### config.mk
export PLATFORM = sky130hd
export DESIGN_NAME = audio_clock_source_selector
export DESIGN_NICKNAME = d
export VERILOG_FILES = /design/src/shared/clk_sel_pkg.sv /design/src/design/audio_clock_source_selector.sv
export VERILOG_INCLUDE_DIRS = /design/src /design/src/shared
export SDC_FILE = /design/constraint.sdc
export NUM_CORES = 1
export LEC_CHECK = 0
export BUFFER_PORTS_ARGS = -buffer_cell sky130_fd_sc_hd__buf_2
export CAP_MARGIN = 5
export CORE_ASPECT_RATIO = 0.75
export CORE_MARGIN = 4
export CORE_UTILIZATION = 60
export DETAILED_ROUTE_END_ITERATION = 8
export PLACE_DENSITY = 0.78
export SETUP_SLACK_MARGIN = 0.02
export SLEW_MARGIN = 10
export SYNTH_ARGS = -nofsm -noshare
export SYNTH_HDL_FRONTEND = slang
export SYNTH_SLANG_ARGS = --single-unit
### constraint.sdc
create_clock -name core_clk -period 11.4 [get_ports core_clk]
set_input_delay 0 -clock core_clk [delete_from_list [all_inputs] [get_ports core_clk]]
set_output_delay 0 -clock core_clk [all_outputs]
set_load 0.005 [all_outputs]
### src/shared/clk_sel_consts.svh
// Offsets, reset values and timing counts of the audio clock source selector.
`ifndef CLK_SEL_CONSTS_SVH
`define CLK_SEL_CONSTS_SVH
`define OFS_CTRL     5'h00
`define OFS_STATUS   5'h04
`define OFS_PER01    5'h08
`define OFS_PER23    5'h0c
`define OFS_CURPER   5'h10
`define OFS_IRQ_ST   5'h14
`define OFS_IRQ_MASK 5'h18
`define CTRL_RST     16'h0000
`define IRQ_RST      4'h0
`define IRQ_SRC_CHG  0
`define IRQ_REVERT   1
`define IRQ_MISMATCH 2
`define IRQ_RECORD   3
`define CLK_NS       50
`define LOSS_NS      100000
`define LOSS_CYC     (`LOSS_NS / `CLK_NS)
`define MIN_PER      12'h002
`define SCAN_ALL     3'h4
`endif

### src/shared/clk_sel_pkg.sv
// Types shared by the audio clock source selector.
package clk_sel_pkg;
  typedef enum logic [2:0] {
    ST_INT    = 3'b001,
    ST_SCAN   = 3'b010,
    ST_FOLLOW = 3'b100
  } sel_state_t;
  typedef struct packed {
    logic [11:0] host_period;
    logic        dm_en;
    logic [1:0]  pref;
    logic        auto_en;
  } ctrl_t;
  typedef struct packed {
    logic [4:0]  address;
    logic        read;
    logic        write;
    logic [31:0] writedata;
  } av_req_t;
endpackage

### src/design/audio_clock_source_selector.sv
// Audio clock source selector with lock, sync and period status.
`timescale 1ns/1ps
`include "clk_sel_consts.svh"
module audio_clock_source_selector (
  // Clock and reset.
  input  wire logic        core_clk,
  input  wire logic        rstn,
  // Avalon-MM slave.
  input  wire logic [4:0]  address,
  input  wire logic        read,
  input  wire logic        write,
  input  wire logic [31:0] writedata,
  output logic      [31:0] readdata,
  output logic             waitrequest,
  // Raw reference pins: word, AES, ADAT1, ADAT2.
  input  wire logic [3:0]  ref_in,
  // Host recording state, same clock domain.
  input  wire logic        record_active,
  // Clock control and status.
  output logic      [2:0]  clk_sel,
  output logic             master,
  output logic      [11:0] cur_period,
  output logic             rate_mismatch,
  output logic             monitor_route,
  output logic             irq
);
  function automatic logic near(input logic [11:0] a, input logic [11:0] b);
    logic [11:0] d;
    d = (a > b) ? a - b : b - a;
    return d <= 12'h001;
  endfunction

  clk_sel_pkg::av_req_t    req;
  clk_sel_pkg::ctrl_t      ctrl;
  clk_sel_pkg::ctrl_t      next_ctrl;
  clk_sel_pkg::sel_state_t state;
  clk_sel_pkg::sel_state_t next_state;
  logic        ack;
  logic        next_ack;
  logic [31:0] next_readdata;
  logic [1:0]  src;
  logic [1:0]  next_src;
  logic [1:0]  idx;
  logic [1:0]  next_idx;
  logic [2:0]  left;
  logic [2:0]  next_left;
  logic [3:0]  irq_st;
  logic [3:0]  next_irq_st;
  logic [3:0]  irq_mask;
  logic [3:0]  next_irq_mask;
  logic [3:0]  ev;
  logic        next_mismatch;
  logic        next_monitor;
  logic        record_d;
  logic [3:0]  valid;
  logic [3:0]  synced;
  logic [7:0]  sts;
  logic [11:0] rep [4];
  logic [11:0] eff_period;
  logic        hit;
  logic        wr_acc;

  assign req = '{address: address, read: read, write: write,
                 writedata: writedata};

  // Per-input pin synchroniser, period counter and lock detector.
  genvar gi;
  generate
    for (gi = 0; gi < 4; gi++) begin : g_in
      logic        s1;
      logic        s2;
      logic        s3;
      logic [11:0] cnt;
      logic [11:0] next_cnt;
      logic [11:0] per;
      logic [11:0] next_per;
      logic        lock;
      logic        next_lock;
      always_comb begin
        next_cnt  = cnt;
        next_per  = per;
        next_lock = lock;
        if (s2 && !s3) begin
          next_per  = cnt;
          next_lock = near(cnt, per) && (cnt >= `MIN_PER);
          next_cnt  = 12'h001;
        end else if (cnt == 12'(`LOSS_CYC)) begin
          next_lock = 1'b0;
          next_per  = 12'h000;
        end else begin
          next_cnt  = cnt + 12'h001;
        end
      end
      always_ff @(posedge core_clk or negedge rstn) begin
        if (!rstn) begin
          s1   <= 1'b0;
          s2   <= 1'b0;
          s3   <= 1'b0;
          cnt  <= 12'h000;
          per  <= 12'h000;
          lock <= 1'b0;
        end else begin
          s1   <= ref_in[gi];
          s2   <= s1;
          s3   <= s2;
          cnt  <= next_cnt;
          per  <= next_per;
          lock <= next_lock;
        end
      end
      assign valid[gi]  = lock;
      assign rep[gi]    = lock ? per : 12'h000;
      assign synced[gi] = lock && near(per, eff_period);
      assign sts[2*gi+:2] = {synced[gi], lock};
    end
  endgenerate

  // Slave runs at the followed input's rate; host rate only when master.
  assign eff_period = (state == clk_sel_pkg::ST_FOLLOW) ? rep[src]
                                                        : ctrl.host_period;

  // Source selection.
  always_comb begin
    next_state = state;
    next_src   = src;
    next_idx   = idx;
    next_left  = left;
    ev         = 4'h0;
    case (state)
      clk_sel_pkg::ST_INT: begin
        if (ctrl.auto_en) begin
          next_state = clk_sel_pkg::ST_SCAN;
          next_idx   = ctrl.pref;
          next_left  = `SCAN_ALL;
        end
      end
      clk_sel_pkg::ST_SCAN: begin
        if (!ctrl.auto_en) begin
          next_state = clk_sel_pkg::ST_INT;
        end else if (valid[idx]) begin
          next_state = clk_sel_pkg::ST_FOLLOW;
          next_src   = idx;
          ev[`IRQ_SRC_CHG] = 1'b1;
        end else if (left == 3'h1) begin
          next_state = clk_sel_pkg::ST_INT;
        end else begin
          next_left = left - 3'h1;
          if (left == `SCAN_ALL) begin
            next_idx = (ctrl.pref == 2'h0) ? 2'h1 : 2'h0;
          end else if (idx + 2'h1 == ctrl.pref) begin
            next_idx = idx + 2'h2;
          end else begin
            next_idx = idx + 2'h1;
          end
        end
      end
      clk_sel_pkg::ST_FOLLOW: begin
        if (!ctrl.auto_en) begin
          next_state = clk_sel_pkg::ST_INT;
        end else if (!valid[src]) begin
          next_state = clk_sel_pkg::ST_INT;
          ev[`IRQ_REVERT] = 1'b1;
        end else if (src != ctrl.pref && valid[ctrl.pref]) begin
          next_src = ctrl.pref;
          ev[`IRQ_SRC_CHG] = 1'b1;
        end
      end
      default: begin
        next_state = clk_sel_pkg::ST_INT;
      end
    endcase
    next_mismatch = (state == clk_sel_pkg::ST_FOLLOW) &&
                    !near(ctrl.host_period, rep[src]);
    next_monitor  = ctrl.dm_en && record_active;
    ev[`IRQ_MISMATCH] = next_mismatch && !rate_mismatch;
    ev[`IRQ_RECORD]   = record_active && !record_d;
  end

  // Bus slave: one wait cycle, then the answer.
  assign hit    = (req.address == `OFS_CTRL) || (req.address == `OFS_STATUS)
               || (req.address == `OFS_PER01) || (req.address == `OFS_PER23)
               || (req.address == `OFS_CURPER) || (req.address == `OFS_IRQ_ST)
               || (req.address == `OFS_IRQ_MASK);
  assign wr_acc = req.write && ack;
  assign waitrequest = (req.read || req.write) && !ack;

  always_comb begin
    next_ack      = (req.read || req.write) && !ack;
    next_ctrl     = ctrl;
    next_irq_mask = irq_mask;
    next_irq_st   = irq_st | ev;
    next_readdata = readdata;
    if (wr_acc && req.address == `OFS_CTRL) begin
      next_ctrl = req.writedata[15:0];
    end
    if (wr_acc && req.address == `OFS_IRQ_MASK) begin
      next_irq_mask = req.writedata[3:0];
    end
    if (wr_acc && req.address == `OFS_IRQ_ST) begin
      next_irq_st = (irq_st & ~req.writedata[3:0]) | ev;
    end
    if (req.read && !ack) begin
      case (req.address)
        `OFS_CTRL:     next_readdata = {16'h0000, ctrl};
        `OFS_STATUS:   next_readdata = {19'h00000, rate_mismatch, master,
                                        clk_sel, sts};
        `OFS_PER01:    next_readdata = {4'h0, rep[1], 4'h0, rep[0]};
        `OFS_PER23:    next_readdata = {4'h0, rep[3], 4'h0, rep[2]};
        `OFS_CURPER:   next_readdata = {20'h00000, cur_period};
        `OFS_IRQ_ST:   next_readdata = {28'h0000000, irq_st};
        `OFS_IRQ_MASK: next_readdata = {28'h0000000, irq_mask};
        default:       next_readdata = hit ? readdata : 32'h00000000;
      endcase
    end
  end

  always_ff @(posedge core_clk or negedge rstn) begin
    if (!rstn) begin
      state         <= clk_sel_pkg::ST_INT;
      src           <= 2'h0;
      idx           <= 2'h0;
      left          <= 3'h0;
      ack           <= 1'b0;
      ctrl          <= `CTRL_RST;
      irq_st        <= `IRQ_RST;
      irq_mask      <= `IRQ_RST;
      readdata      <= 32'h00000000;
      rate_mismatch <= 1'b0;
      monitor_route <= 1'b0;
      record_d      <= 1'b0;
      cur_period    <= 12'h000;
    end else begin
      state         <= next_state;
      src           <= next_src;
      idx           <= next_idx;
      left          <= next_left;
      ack           <= next_ack;
      ctrl          <= next_ctrl;
      irq_st        <= next_irq_st;
      irq_mask      <= next_irq_mask;
      readdata      <= next_readdata;
      rate_mismatch <= next_mismatch;
      monitor_route <= next_monitor;
      record_d      <= record_active;
      cur_period    <= eff_period;
    end
  end

  assign master  = (state != clk_sel_pkg::ST_FOLLOW);
  assign clk_sel = master ? 3'h0 : {1'b0, src} + 3'h1;
  assign irq     = |(irq_st & irq_mask);
endmodule // audio_clock_source_selector

==> run_results.csv <==
group,metric,value,unit
status,status,"completed",
logic_synthesis,async_flop_share,100,%
layout,design_area,0.0203,sq mm
sta,maxSlewViolCount,0,
clock_tree,root_buffer,"clkbuf_16",
grt,use_met1,52.9,%
setup_path,r2r_cells,16,
sta,fmax,175,MHz
floorplan,io_pins,98,
layout,nets,2676,
placement,pre_cts_ws,6.15,ns
logic_synthesis,syn-cell-area,0.0189,sq mm
power_and_ir_drop,power,4.01,mW
sta,setup_viol,0,
hold_path,hold_depth,3,
clock_tree,worstSkewPairLatency,0.46,ns
power_and_ir_drop,power_leakage,9.25,nW
setup_path,rr_startpoint,"g_in[2].lock$_DFFE_PN0P_",
floorplan,die_h,162,um
routing,drt-initial-drc-count,2524,
setup_path,r2r-end,"readdata[3]$_DFFE_PN0P_",
placement,placed_cell_area,0.0195,sq mm
grt,grt_pass1_vias,17000,
sta,rsz0062_at_grt,"no",
power_and_ir_drop,p_comb_share,62.6,%
setup_path,critical_path_class,"flop to flop",
layout,drive_gt1_share,7.49,%
floorplan,initial_core_util,60.7,%
sta,fin_ws,5.69,ns
clock_tree,numCtsBuffers,17,
grt,grt_pass1_wl,96500,um
logic_synthesis,ys_seq_elements,190,
routing,drc_errors,0,
sta,finalSetupTns,0,ns
setup_path,cp.required,11.75,ns
layout,multi_input_area,0.0130,sq mm
sta,finalHoldViolCount,0,
logic_synthesis,synthCells,2366,
floorplan,die-area,0.0345,sq mm
logic_synthesis,yosysSeqAreaShare,25.1,%
sta,finalClockSkew,0.0136,ns
logic_synthesis,ys_types,84,
clock_tree,cts-htree-levels,4,
clock_tree,clk_path_buf_depth,2,
sta,worstMarginPinSlew,1.26,ns
job,drv_cap,0,
setup_path,cp.arrival,6.06,ns
routing,drtAntennaViolNets,0,
logic_synthesis,synth_edf_count,0,
hold_path,whs_endpoint,"readdata[12]$_DFFE_PN0P_",
grt,use_met2,51.8,%
routing,wl_per_cell,22.1,um
clock_tree,cts_tree,"done",
power_and_ir_drop,internal_power,2.08,mW
layout,syn2layout_area_growth,7.19,%
sta,min_period,5.71,ns
grt,grt_usage,35.5,%
grt,antenna_found_initial,0,
placement,port_buffers,77,
routing,wirelength,62200,um
layout,seqCellArea,0.00476,sq mm
grt,grt-busiest-layer,"met1",
setup_path,startpoint_type,"flop",
layout,num-fill-cells,2686,
power_and_ir_drop,peakVddDrop,0.143,mV
setup_path,critPathMaxFanout,12,
grt,use_met3,8.75,%
logic_synthesis,synth_ff_type,"dfrtp_1",
power_and_ir_drop,powerDensity,197,mW/mm^2
setup_path,ff2ff_setup_slack,5.69,ns
clock_tree,clock-sinks,190,
clock_tree,clkTransAtPathRegs,0.08,ns
power_and_ir_drop,pwr-share-clk,14.7,%
power_and_ir_drop,switchingPower,1.93,mW
floorplan,fp.dieW,213,um
floorplan,rows,56,
setup_path,worstSetupEndpointType,"flop",
power_and_ir_drop,swShare,48.2,%
placement,dpl.hpwl,47700,um
hold_path,hold_path_class,"input pin to flop",
routing,dr_total_vias,18400,
grt,grt_max_degree,75,
hold_path,hp-start,"address[2]",
grt,grt.overflow.total,0,
placement,place_congestion,1.00,
sta,slew_headroom,15.1,%
sta,hold_slack,0.105,ns
power_and_ir_drop,seqPwrFrac,22.7,%
logic_synthesis,avgSynthCellArea,8.00,sq um
logic_synthesis,yosysWarningCount,0,
floorplan,core_area,0.0312,sq mm
routing,first_pass_iters,6,
routing,vias_per_cell,6.55,
sta,period_share,50.1,%
[flip-flops by register name (all words and copies together), names as in the netlist]
register / flops
ack: 1
g_in.per: 48
rate_mismatch: 1
monitor_route: 1
irq_st: 4
cur_period: 12
g_in.lock: 4
g_in.s2: 4
readdata: 28
g_in.cnt: 48
left: 3
state: 3
src: 2
ctrl: 16
irq_mask: 4
g_in.s3: 4
g_in.s1: 4
record_d: 1
idx: 2
[synthesized netlist by cell type, types with 30 or more instances]
| cell | count | share of area, % |
|---|---|---|
| xnor2_1 | 72 | 3.3 |
| nor2_1 | 153 | 3.0 |
| o22ai_1 | 50 | 1.7 |
| a21oi_1 | 175 | 4.6 |
| dfrtp_1 | 189 | 25 |
| nor3_1 | 50 | 1.3 |
| mux2i_1 | 50 | 2.6 |
| clkbuf_1 | 93 | 1.8 |
| o21a_1 | 30 | 1.2 |
| nand2_1 | 251 | 5.0 |
| nor2b_1 | 34 | 1.1 |
| o21ai_0 | 172 | 4.5 |
| nand2b_1 | 42 | 1.4 |
| nand3_1 | 59 | 1.6 |
| ha_1 | 223 | 15 |
| nand4_1 | 37 | 1.2 |
| inv_1 | 192 | 3.8 |
| xor2_1 | 33 | 1.5 |
| a21o_1 | 36 | 1.4 |
[stage by stage]
stage,instances,util [%]
floorplan,2369,-
detailed placement,2752,62.5
global route,2808,65.1
CTS,2808,65.1
finish,2809,65.1
global placement,2752,62.5
[power groups by stage]
stage / Sequential, mW / Combinational [mW] / Clock [mW]
3_5_place_dp: 0.914 / 2.42 / 0
4_1_cts: 0.901 / 2.44 / 0.594
6_report: 0.909 / 2.51 / 0.589
5_1_grt: 0.917 / 2.76 / 0.623
2_1_floorplan: 0.840 / 1.91 / 0
3_3_place_gp: 0.908 / 2.37 / 0
[cells in the final DEF, fill, tap and decap left out, types with 19 or more instances in the layout]
master         synthesis  routed
mux2_2                25      25
and3_1                22      22
buf_2                 16      76
buf_4                  8      22
a22oi_1               27      27
a31oi_1               29      29
dfrtp_1              189     189
a211oi_1              19      19
nor2b_1               34      34
o21a_1                30      30
nor4_1                24      24
nor2_1               153     153
o211ai_1              21      21
a21oi_1              175     175
xor2_1                33      33
nand4_1               37      37
inv_1                192     192
xnor2_1               72      72
o22ai_1               50      50
a21o_1                36      36
nand3_1               59      59
nor3_1                50      50
o21ai_0              172     170
mux2i_1               50      50
nand2b_1              42      42
nand2_1              251     251
ha_1                 223     223
dlygate4sd3_1          0      24
[per-layer routing]
layer / part of all wire, % / wire (um)
met5: 0 / 0
met4: 2.7 / 1660
met3: 11 / 7120
met2: 42 / 26000
met1: 44 / 27400
[worst max-delay path: stages, from the launching register on]
cell and delay [ns]:
dfrtp_1 0.61, nor2b_1 0.72, a22oi_1 0.19, nand2_1 0.10, o21ai_0 0.26, o21ai_0 1.09
buf_4 0.33, inv_1 0.15, ha_1 0.27, o21a_1 0.20, o21a_1 0.17, o21a_1 0.17
o41ai_1 0.52, nor3b_1 0.12, o21ai_0 0.36, o41a_1 0.25, o21ai_0 0.08
[cells by family (layout without fill, tap and decap cells)]
group                      after synthesis  in the layout  synth area share, %
and+or+nand+nor                        739            739                 18.8
adders and majority gates              241            241                 16.6
muxes                                   80             80                 4.72
xor gates and xnor gates               105            105                 4.86
DFF                                    190            190                 25.1
AOI/OAI and AO/OA                      696            696                 23.3
buffers and inverters                  314            347                 6.53
other                                    1              5               0.0198
[worst max path at each step]
stage / start / cells past startpoint / slack, ns / to
floorplan: src[0]$_DFFE_PN0P_ / 17 / 6.59 / readdata[3]$_DFFE_PN0P_
global placement: g_in[2].lock$_DFFE_PN0P_ / 16 / 6.14 / readdata[3]$_DFFE_PN0P_
detailed placement: src[0]$_DFFE_PN0P_ / 16 / 6.15 / readdata[3]$_DFFE_PN0P_
CTS: src[0]$_DFFE_PN0P_ / 16 / 6.11 / readdata[3]$_DFFE_PN0P_
global route: src[0]$_DFFE_PN0P_ / 16 / 5.47 / readdata[3]$_DFFE_PN0P_
finish: g_in[2].lock$_DFFE_PN0P_ / 16 / 5.69 / readdata[3]$_DFFE_PN0P_
[layout make-up]
class	count	area share (%)
multi-input combinational	1865	63.8
sequential	190	23.4
timing repair buffer	123	3.94
inverter	192	3.55
tap	406	2.50
clock buffer	19	2.23
clock inverter	13	0.506
antenna	1	0.0123
[timing repair]
item | in CTS | in global routing
hold endpoints to repair | 104 | 0
setup buffers | 0 | 0
gates resized for setup | 0 | 0
hold buffers | 24 | 0
(Power assumes the default switching activity.)
